`src/mpg_map.vh`:
```
// Register map, field positions and reset values of the multi-port GPIO bank.
`ifndef MPG_MAP_VH
`define MPG_MAP_VH
// Register addresses on the 8-bit register port.
`define MPG_ADDR_PORT_B_PINS 8'h06
`define MPG_ADDR_PORT_C_PINS 8'h07
`define MPG_ADDR_PORT_D_PINS 8'h08
`define MPG_ADDR_TIMER_PULLUP_OPTIONS 8'h81
`define MPG_ADDR_PORT_B_DIRECTION 8'h86
`define MPG_ADDR_PORT_C_DIRECTION 8'h87
`define MPG_ADDR_PORT_D_DIRECTION 8'h88
`define MPG_ADDR_PORT_E_DIR_SLAVE_CTRL 8'h89
// Reset values.
`define MPG_RST_OPTIONS 8'hff
`define MPG_RST_DIRECTION 8'hff
`define MPG_RST_PORT_E_DIR 3'h7
`define MPG_ZERO_BYTE 8'h00
// Fields of the port-E direction and slave control register.
`define MPG_E_INPUT_BUFFER_FULL 7
`define MPG_E_OUTPUT_BUFFER_FULL 6
`define MPG_E_INPUT_OVERFLOW 5
`define MPG_E_PARALLEL_SLAVE_ENABLE 4
`define MPG_E_DIR_HI 2
`define MPG_E_DIR_LO 0
// Pull-up disable bit in the option register.
`define MPG_OPT_PULLUP_DISABLE 7
// Third-port pin positions of the shared peripheral functions.
`define MPG_C_SEC_OSC_OUT 0
`define MPG_C_SEC_OSC_IN 1
`define MPG_C_CCP_TWO 1
`define MPG_C_CCP_ONE 2
`define MPG_C_SSP_LO 3
`define MPG_C_SSP_HI 5
`define MPG_C_USART_LO 6
`define MPG_C_USART_HI 7
`endif

```
`src/mpg_gpio_bank.v`:
```
// Three 8-bit GPIO ports with peripheral override and parallel slave data mode.
//
// The address-and-strobe port was left to the implementer.
`include "mpg_map.vh"
`default_nettype none

module mpg_gpio_bank (
  input wire ref_clk_i,
  input wire rst_i,
  // Register port.
  input wire [7:0] reg_addr_i,
  input wire [7:0] reg_wdata_i,
  input wire reg_wr_i,
  input wire reg_rd_i,
  output reg [7:0] reg_rdata_o,
  // Second port pins.
  input wire [7:0] port_b_in_i,
  output reg [7:0] port_b_out_o,
  output reg [7:0] port_b_oe_o,
  output reg [7:0] port_b_pullup_o,
  // Third port pins.
  input wire [7:0] port_c_in_i,
  output reg [7:0] port_c_out_o,
  output reg [7:0] port_c_oe_o,
  // Fourth port pins.
  input wire [7:0] port_d_in_i,
  output reg [7:0] port_d_out_o,
  output reg [7:0] port_d_oe_o,
  // Third-port peripherals: enable and output value of each, and output enable of all but the oscillator.
  input wire sec_osc_en_i,
  input wire sec_osc_out_i,
  input wire ccp_two_en_i,
  input wire ccp_two_out_i,
  input wire ccp_two_oe_i,
  input wire ccp_one_en_i,
  input wire ccp_one_out_i,
  input wire ccp_one_oe_i,
  input wire ssp_en_i,
  input wire [2:0] ssp_out_i,
  input wire [2:0] ssp_oe_i,
  input wire usart_en_i,
  input wire [1:0] usart_out_i,
  input wire [1:0] usart_oe_i,
  output reg [7:0] port_c_periph_in_o,
  // Host parallel port data path and status from the slave port logic.
  input wire host_parallel_port_drive_i,
  input wire [7:0] host_parallel_port_wdata_i,
  input wire input_buffer_full_i,
  input wire output_buffer_full_i,
  input wire input_overflow_set_i,
  output reg [7:0] host_parallel_port_rdata_o,
  output reg parallel_slave_enable_o,
  output reg [2:0] port_e_dir_o,
  output reg [7:0] timer_pullup_options_o
);

  // Two-stage synchronisers for all 24 incoming pins: {d, c, b}.
  reg [23:0] pin_meta_q;
  reg [23:0] pin_sync_q;
  wire [23:0] pin_raw;
  assign pin_raw = {port_d_in_i, port_c_in_i, port_b_in_i};

  // Output data latches; deliberately never reset so they survive warm resets.
  reg [7:0] port_b_latch_q;
  reg [7:0] port_c_latch_q;
  reg [7:0] port_d_latch_q;

  // Direction, option and port-E control registers.
  reg [7:0] port_b_direction_q;
  reg [7:0] port_c_direction_q;
  reg [7:0] port_d_direction_q;
  reg [7:0] options_q;
  reg [2:0] port_e_dir_q;
  reg parallel_slave_enable_q;
  reg input_overflow_q;

  // Combinational third-port peripheral routing.
  reg [7:0] periph_sel;
  reg [7:0] periph_out;
  reg [7:0] periph_oe;

  // Next values of the registered pin outputs and of the read data.
  reg [7:0] port_c_out_d;
  reg [7:0] port_c_oe_d;
  reg [7:0] port_d_out_d;
  reg [7:0] port_d_oe_d;
  reg [7:0] rdata_d;

  // Write decode strobes.
  wire wr_b;
  wire wr_c;
  wire wr_d;
  wire wr_opt;
  wire wr_bdir;
  wire wr_cdir;
  wire wr_ddir;
  wire wr_e;
  assign wr_b = reg_wr_i && (reg_addr_i == `MPG_ADDR_PORT_B_PINS);
  assign wr_c = reg_wr_i && (reg_addr_i == `MPG_ADDR_PORT_C_PINS);
  assign wr_d = reg_wr_i && (reg_addr_i == `MPG_ADDR_PORT_D_PINS);
  assign wr_opt = reg_wr_i && (reg_addr_i == `MPG_ADDR_TIMER_PULLUP_OPTIONS);
  assign wr_bdir = reg_wr_i && (reg_addr_i == `MPG_ADDR_PORT_B_DIRECTION);
  assign wr_cdir = reg_wr_i && (reg_addr_i == `MPG_ADDR_PORT_C_DIRECTION);
  assign wr_ddir = reg_wr_i && (reg_addr_i == `MPG_ADDR_PORT_D_DIRECTION);
  assign wr_e = reg_wr_i && (reg_addr_i == `MPG_ADDR_PORT_E_DIR_SLAVE_CTRL);

  // Each pin bit gets its own two-flop synchroniser; only stage two is read.
  genvar gi;
  generate
    for (gi = 0; gi < 24; gi = gi + 1) begin : g_sync
      always @(posedge ref_clk_i) begin
        pin_meta_q[gi] <= pin_raw[gi];
        pin_sync_q[gi] <= pin_meta_q[gi];
      end
    end
  endgenerate

  // Data latches follow writes whatever the direction, and ignore reset.
  always @(posedge ref_clk_i) begin
    if (wr_b) begin
      port_b_latch_q <= reg_wdata_i;
    end
    if (wr_c) begin
      port_c_latch_q <= reg_wdata_i;
    end
    if (wr_d) begin
      port_d_latch_q <= reg_wdata_i;
    end
  end

  // Control registers; every reset type loads the same values here.
  always @(posedge ref_clk_i) begin
    if (rst_i) begin
      port_b_direction_q <= `MPG_RST_DIRECTION;
      port_c_direction_q <= `MPG_RST_DIRECTION;
      port_d_direction_q <= `MPG_RST_DIRECTION;
      options_q <= `MPG_RST_OPTIONS;
      port_e_dir_q <= `MPG_RST_PORT_E_DIR;
      parallel_slave_enable_q <= 1'b0;
      input_overflow_q <= 1'b0;
    end else begin
      if (wr_bdir) begin
        port_b_direction_q <= reg_wdata_i;
      end
      if (wr_cdir) begin
        // The stored bits stay as written; peripheral overrides act downstream only.
        port_c_direction_q <= reg_wdata_i;
      end
      if (wr_ddir) begin
        port_d_direction_q <= reg_wdata_i;
      end
      if (wr_opt) begin
        options_q <= reg_wdata_i;
      end
      if (wr_e) begin
        port_e_dir_q <= reg_wdata_i[`MPG_E_DIR_HI:`MPG_E_DIR_LO];
        parallel_slave_enable_q <= reg_wdata_i[`MPG_E_PARALLEL_SLAVE_ENABLE];
      end
      // Overflow is cleared by reset or by software; a new overflow wins over the clear.
      if (input_overflow_set_i) begin
        input_overflow_q <= 1'b1;
      end else if (wr_e) begin
        input_overflow_q <= reg_wdata_i[`MPG_E_INPUT_OVERFLOW];
      end
    end
  end

  // Gather the shared peripherals onto their third-port pin positions.
  always @* begin
    periph_sel = `MPG_ZERO_BYTE;
    periph_out = `MPG_ZERO_BYTE;
    periph_oe = `MPG_ZERO_BYTE;
    // Oscillator drives bit 0 and forces bit 1 to input.
    if (sec_osc_en_i) begin
      periph_sel[`MPG_C_SEC_OSC_OUT] = 1'b1;
      periph_out[`MPG_C_SEC_OSC_OUT] = sec_osc_out_i;
      periph_oe[`MPG_C_SEC_OSC_OUT] = 1'b1;
      periph_sel[`MPG_C_SEC_OSC_IN] = 1'b1;
    end else if (ccp_two_en_i) begin
      // The oscillator owns bit 1 when both are enabled, since a crystal cannot share.
      periph_sel[`MPG_C_CCP_TWO] = 1'b1;
      periph_out[`MPG_C_CCP_TWO] = ccp_two_out_i;
      periph_oe[`MPG_C_CCP_TWO] = ccp_two_oe_i;
    end
    if (ccp_one_en_i) begin
      periph_sel[`MPG_C_CCP_ONE] = 1'b1;
      periph_out[`MPG_C_CCP_ONE] = ccp_one_out_i;
      periph_oe[`MPG_C_CCP_ONE] = ccp_one_oe_i;
    end
    // Serial clock on bit 3, data in or I2C data on bit 4, data out on bit 5.
    if (ssp_en_i) begin
      periph_sel[`MPG_C_SSP_HI:`MPG_C_SSP_LO] = 3'h7;
      periph_out[`MPG_C_SSP_HI:`MPG_C_SSP_LO] = ssp_out_i;
      periph_oe[`MPG_C_SSP_HI:`MPG_C_SSP_LO] = ssp_oe_i;
    end
    // Transmit or clock on bit 6, receive or data on bit 7.
    if (usart_en_i) begin
      periph_sel[`MPG_C_USART_HI:`MPG_C_USART_LO] = 2'h3;
      periph_out[`MPG_C_USART_HI:`MPG_C_USART_LO] = usart_out_i;
      periph_oe[`MPG_C_USART_HI:`MPG_C_USART_LO] = usart_oe_i;
    end
  end

  // Third-port output mux and driver enable, per pin.
  always @* begin
    port_c_out_d = (periph_sel & periph_out) | (~periph_sel & port_c_latch_q);
    // Peripheral enable counts only where selected; elsewhere the direction bit rules.
    port_c_oe_d = (periph_sel & periph_oe) | (~periph_sel & ~port_c_direction_q);
  end

  // Fourth port: ordinary I/O, or the host bus data lanes in slave mode.
  always @* begin
    if (parallel_slave_enable_q) begin
      port_d_out_d = host_parallel_port_wdata_i;
      port_d_oe_d = {8{host_parallel_port_drive_i}};
    end else begin
      port_d_out_d = port_d_latch_q;
      port_d_oe_d = ~port_d_direction_q;
    end
  end

  // Read mux: data registers show synchronised pin levels, not the latches.
  always @* begin
    rdata_d = `MPG_ZERO_BYTE;
    case (reg_addr_i)
      `MPG_ADDR_PORT_B_PINS: begin
        rdata_d = pin_sync_q[7:0];
      end
      `MPG_ADDR_PORT_C_PINS: begin
        rdata_d = pin_sync_q[15:8];
      end
      `MPG_ADDR_PORT_D_PINS: begin
        rdata_d = pin_sync_q[23:16];
      end
      `MPG_ADDR_TIMER_PULLUP_OPTIONS: begin
        rdata_d = options_q;
      end
      `MPG_ADDR_PORT_B_DIRECTION: begin
        rdata_d = port_b_direction_q;
      end
      `MPG_ADDR_PORT_C_DIRECTION: begin
        rdata_d = port_c_direction_q;
      end
      `MPG_ADDR_PORT_D_DIRECTION: begin
        rdata_d = port_d_direction_q;
      end
      `MPG_ADDR_PORT_E_DIR_SLAVE_CTRL: begin
        // Bit 3 is unimplemented and reads zero from the default above.
        rdata_d[`MPG_E_INPUT_BUFFER_FULL] = input_buffer_full_i;
        rdata_d[`MPG_E_OUTPUT_BUFFER_FULL] = output_buffer_full_i;
        rdata_d[`MPG_E_INPUT_OVERFLOW] = input_overflow_q;
        rdata_d[`MPG_E_PARALLEL_SLAVE_ENABLE] = parallel_slave_enable_q;
        rdata_d[`MPG_E_DIR_HI:`MPG_E_DIR_LO] = port_e_dir_q;
      end
      default: begin
        rdata_d = `MPG_ZERO_BYTE;
      end
    endcase
  end

  // Output registers; pin drivers lag their cause by one cycle for clean timing.
  always @(posedge ref_clk_i) begin
    if (rst_i) begin
      reg_rdata_o <= `MPG_ZERO_BYTE;
      port_b_oe_o <= `MPG_ZERO_BYTE;
      port_c_oe_o <= `MPG_ZERO_BYTE;
      port_d_oe_o <= `MPG_ZERO_BYTE;
      port_b_pullup_o <= `MPG_ZERO_BYTE;
      parallel_slave_enable_o <= 1'b0;
      port_e_dir_o <= `MPG_RST_PORT_E_DIR;
      timer_pullup_options_o <= `MPG_RST_OPTIONS;
    end else begin
      if (reg_rd_i) begin
        reg_rdata_o <= rdata_d;
      end else begin
        reg_rdata_o <= `MPG_ZERO_BYTE;
      end
      port_b_oe_o <= ~port_b_direction_q;
      port_c_oe_o <= port_c_oe_d;
      port_d_oe_o <= port_d_oe_d;
      // Pull-ups only on input pins, and only while the disable bit is clear.
      port_b_pullup_o <= port_b_direction_q & {8{~options_q[`MPG_OPT_PULLUP_DISABLE]}};
      parallel_slave_enable_o <= parallel_slave_enable_q;
      port_e_dir_o <= port_e_dir_q;
      timer_pullup_options_o <= options_q;
    end
  end

  // Data outputs carry the unreset latches on pins no peripheral or slave mode owns, so those hold across warm resets.
  always @(posedge ref_clk_i) begin
    port_b_out_o <= port_b_latch_q;
    port_c_out_o <= port_c_out_d;
    port_d_out_o <= port_d_out_d;
    port_c_periph_in_o <= pin_sync_q[15:8];
    host_parallel_port_rdata_o <= pin_sync_q[23:16];
  end

endmodule

`default_nettype wire

```
`config.mk`:
```
export PLATFORM = sky130hd
export DESIGN_NAME = mpg_gpio_bank
export DESIGN_NICKNAME = d
export VERILOG_FILES = /design/src/mpg_gpio_bank.v
export VERILOG_INCLUDE_DIRS = /design/src
export SDC_FILE = /design/constraint.sdc
export NUM_CORES = 1
export LEC_CHECK = 0
export BUFFER_PORTS_ARGS = -buffer_cell sky130_fd_sc_hd__buf_4
export CORE_MARGIN = 3
export CORE_UTILIZATION = 25
export DETAILED_ROUTE_END_ITERATION = 8
export SLEW_MARGIN = 20
export SYNTH_ARGS = -nofsm -noshare
export SYNTH_HDL_FRONTEND = slang
export SYNTH_SLANG_ARGS = --single-unit
export TNS_END_PERCENT = 50
```
`constraint.sdc`:
```
create_clock -name ref_clk_i -period 4.9 [get_ports ref_clk_i]
set_clock_uncertainty 0.2 [all_clocks]
set_input_delay 0.98 -clock ref_clk_i [delete_from_list [all_inputs] [get_ports ref_clk_i]]
set_output_delay 0.98 -clock ref_clk_i [all_outputs]
set_load 0.1 [all_outputs]
```
==> After elaboration in Yosys (flattened, before gate mapping) <==
Cells that the tools add are included.
{ "op_classes": {"n_eq_ne": 8, "muxes": 24, "n_bitwise": 13, "reduce_logical": 10} }
{ "op_table": {"columns": ["cell", "n"], "rows": [
  ["$and A8 B8 Y8", 5],
  ["$eq A8 B8 Y1 const B", 5],
  ["$not A8 Y8", 4],
  ["$pmux W4 S8", 1],
  ["$pmux W3 S8", 1],
  ["$eq A8 B3 Y1 const B", 2],
  ["$mux W8", 2],
  ["$or A8 B8 Y8", 2],
  ["$mux W1", 13],
  ["$mux W3", 3],
  ["$eq A8 B4 Y1 const B", 1],
  ["$logic_and A1 B1 Y1", 8],
  ["$pmux W1 S7", 1],
  ["$mux W2", 3],
  ["$not A1 Y1", 2],
  ["$reduce_bool A2 Y1", 1],
  ["$reduce_or A2 Y1", 1]
]} }
{ "totals": {"ff_bits": 201, "input_bits": 76} }

==> Depth between registers and ports, before layout <==
{ "logic_depth": {"depth_word": 5, "depth_mapped": 7} }

==> Least setup slack after synthesis <==
No wires, ideal clock.
{ "synth_path": {"path_kind": "input to register", "start": "input reg_addr_i[0]", "end": "register port_d_latch_q[0] (enable)", "setup_time_ns": 0.383, "t_arrival_ns": 2.552, "required_time_ns": 4.317, "path_slack_ns": 1.765, "stages": 4, "n_path_buf": 2, "cell_sequence": "buf_2 -> or4b_2 -> clkbuf_1 -> nor3_1"} }
{ "synth_between": {"elab_chain_len": 2} }
{ "synth_lines": {"columns": ["item", "line_no", "source"], "rows": [
  ["start: declaration", "mpg_gpio_bank.v:11", "input wire [7:0] reg_addr_i,"],
  ["$eq A8 B4 Y1", null, null],
  ["$logic_and A1 B1 Y1", "mpg_gpio_bank.v:100", "assign wr_d = reg_wr_i && (reg_addr_i == `MPG_ADDR_PORT_D_PINS);"],
  ["net wr_d", "mpg_gpio_bank.v:92", "wire wr_d;"],
  ["end signal: assignment", "mpg_gpio_bank.v:127", "port_d_latch_q <= reg_wdata_i;"],
  ["end: declaration", "mpg_gpio_bank.v:66", "reg [7:0] port_d_latch_q;"]
]} }
The timed path passes the listed nets, and every way through them passes these cells.
A chain may end at the register's enable or synchronous reset.

==> Final worst setup path <==
{ "layout_path": {"start": "input reg_addr_i[0]", "end": "register port_d_direction_q[1]"} }
{ "layout_between": {"elab_chain_len": 2} }
{ "layout_lines": {"columns": ["item", "line_no", "source"], "rows": [
  ["$eq A8 B8 Y1", null, null],
  ["$logic_and A1 B1 Y1", "mpg_gpio_bank.v:104", "assign wr_ddir = reg_wr_i && (reg_addr_i == `MPG_ADDR_PORT_D_DIRECTION);"],
  ["end signal: assignment", "mpg_gpio_bank.v:136", "port_d_direction_q <= `MPG_RST_DIRECTION;"],
  ["end signal: assignment", "mpg_gpio_bank.v:150", "port_d_direction_q <= reg_wdata_i;"],
  ["end: declaration", "mpg_gpio_bank.v:71", "reg [7:0] port_d_direction_q;"]
]} }
No other way between the ends.

==> flow_metrics.py <==
metrics = {
    "cells_and_area": {
        "reg_top3": "pin_meta_q: 24 flops, pin_sync_q: 24 flops",
        "fillers": 2380,
        "antennaDiodeCount": 0,
        "syn2layout_area_growth_pct": 37.56,
        "fin_nets": 734,
        "finalNonFillerCells": 993,
        "layout_commonest_cell": "dfxtp_1",
        "layout-drive-gt1-share": 0.3798,
        "layout_common_cells": "dfxtp_1, buf_4, nor2_1",
        "finish.utilization": 0.3558,
    },
    "timing": {
        "hold_violations": 0,
        "totalNegativeSetupSlack_ns": 0,
        "fin_crit_ns": 2.631,
        "rsz0062_at_grt": "no",
        "whs_ns": 0.1246,
        "worst_pin_slew_ns": 0.7742,
        "max_freq_mhz": 380.1,
        "setup_viol": 0,
        "period_share": 0.5369,
        "finalMaxSlewViolations": 0,
        "max_slew_margin": 0.4839,
    },
    "worst_setup_path": {
        "slowest_delay_ns": 0.68,
        "rrSetupSlack_ns": 3.23,
        "worstPathArrival_ns": 2.81,
        "worstPathCellList": "buf_4 > nor4b_2 > nand3_1 > a211o_1",
        "path_class": "in -> reg",
        "crit_slowest_cell": "nor4b_2",
        "cp-start-kind": "input port",
        "critPathTopFamily": "simple AND/OR/NAND/NOR gates",
        "critical_path.endpoint_type": "register",
        "crit_fanout": 21,
        "path_buf_inv": 1,
        "required_ns": 5.08,
    },
    "power_and_ir_drop": {
        "p_sw_frac": 0.2283,
        "internal_power_uw": 2819,
        "seqPwrFrac": 0.470,
        "power_density_nw_per_um2": 429.7,
        "p_comb_frac": 0.070,
        "finalPower_uw": 3653,
        "ir_drop_mv": 0.2794,
        "total_leakage_power_uw": 0.003483,
        "pwr-share-clk": 0.461,
        "switchingPower_uw": 833.7,
    },
    "synthesis": {
        "ys_ff_latch": 201,
        "synth_area_um2": 6180,
        "async_flop_share": 0,
        "synth-edff-count": 24,
        "yosysWarnings": 0,
        "synth.avg_cell_area_um2": 12.64,
        "synth_seq_area_share": 0.6900,
        "synth_top_flop_cell": "dfxtp_1",
        "synth_cells": 489,
        "yosysUniqueCellTypes": 46,
        "syn_nets": 565,
    },
    "floorplan": {
        "fp.dieW_um": 163.2,
        "io_pins": 168,
        "die_area_um2": 26640,
        "core_area_um2": 23890,
        "initial_core_util": 0.2586,
        "dieHeight_um": 163.2,
        "rows": 56,
    },
    "route": {
        "postRouteAntennaNets": 0,
        "routed_wirelength_mm": 16.76,
        "drc": 0,
        "wl_per_cell_um": 16.88,
        "via_count": 4080,
        "routed_via_density": 4.109,
        "drtPass1Iterations": 4,
        "drtIter0Drc": 256,
    },
    "clock_tree": {
        "cts_resized": 0,
        "post_cts_buffers": 0,
        "cts_root_buf": "clkbuf_16",
        "cts.clk_slew.worst_paths_ns": 0.05,
        "postCtsHoldBufs": 0,
        "cts_tree": "yes",
        "cts.path.max_buffers": 3,
        "clock_latency_ns": 0.50,
        "cts_made_buffers": 23,
        "h-tree-depth": 1,
        "clock_sinks": 201,
    },
    "run_status": {
        "status": "finished clean",
    },
    "global_routing": {
        "first_global_vias": 4032,
        "grt.total_usage": 0.1221,
        "grt_pass1_wl_mm": 24.62,
        "grt_overflow": 0,
        "grt_max_degree": 75,
        "antenna_found_initial": 0,
    },
    "placed_design": {
        "dpl.cell_count": 952,
        "hpwl_mm": 11.91,
        "io_buffer_count": 167,
        "gp_congestion": 0.8886,
    },
    "worst_hold_path": {
        "hp-class": "reg -> reg",
    },
    "job": {
        "drv_cap": 0,
    },
}
[metrics by stage]
step                      setup WS [ns]  cell area [um2]
after floorplan                   1.765             6180
after CTS                         2.348             8501
after global placement            1.855             7744
after detailed placement          1.819             7744
final                             2.269             8501
after global routing              2.200             8501
[cell type report]
type,count,area (um2),share of cell area
sequential,201,4264,0.5016
tap,319,399.1,0.04695
multi-input combinational,251,1763,0.2074
clock buffer,33,653.1,0.07683
inverter,11,41.29,0.004857
clock inverter,8,103.9,0.01222
timing repair buffer,170,1276,0.1501
[logic make-up (layout without fill, tap and decap cells)]
kind of cell,after synthesis,count (layout),synth area share
buf+inv,37,222,0.02470
simple gates,138,138,0.1243
compound gates,76,76,0.08848
flops,201,201,0.6900
mux,37,37,0.07249
[worst paths after layout]
path | start | endpoint | depth (start not counted)
max | reg_addr_i[0] | port_d_direction_q[1] | 4
min | pin_meta_q[17] | pin_sync_q[17] | 0
max reg2reg | parallel_slave_enable_q | port_d_oe_o[1] | 2
min reg2reg | pin_meta_q[17] | pin_sync_q[17] | 0
[per-layer routing]
metal | track usage | wire (um)
met1 | 0.1702 | 7812
met5 | 0 | 0
met4 | 0.03037 | 313
met2 | 0.1851 | 7156
met3 | 0.03753 | 1479
[power groups by stage]
stage	clock [uW]	combinational [uW]	sequential, uW
6_report	1680	254	1720
5_1_grt	1800	267	1720
4_1_cts	1730	256	1720
3_5_place_dp	0	255	1750
3_3_place_gp	0	254	1750
2_1_floorplan	0	56.7	1850
[synth_stat cells, types with 2 or more instances]
cell	count	area, um2
nor2_1	45	168.9
dfxtp_1	177	3543
mux2i_1	11	110.1
and2_1	8	50.05
nand3_1	3	15.01
clkbuf_1	17	63.81
nor4_1	2	12.51
nor2b_1	19	118.9
mux2_2	22	247.7
a221oi_1	3	26.28
edfxtp_1	24	720.7
buf_1	3	11.26
nand2_1	18	67.56
o22ai_1	5	31.28
a21oi_1	24	120.1
nand3b_1	5	37.54
a21o_1	2	15.01
or2_2	18	112.6
a22o_1	4	35.03
mux4_2	4	90.09
nor4b_2	2	30.03
buf_2	5	25.02
inv_1	11	41.29
nor3_1	4	20.02
a211o_1	30	262.8
nand2b_1	2	12.51
nor3b_1	2	15.01
Note: power is estimated with default switching activity, not from simulation.
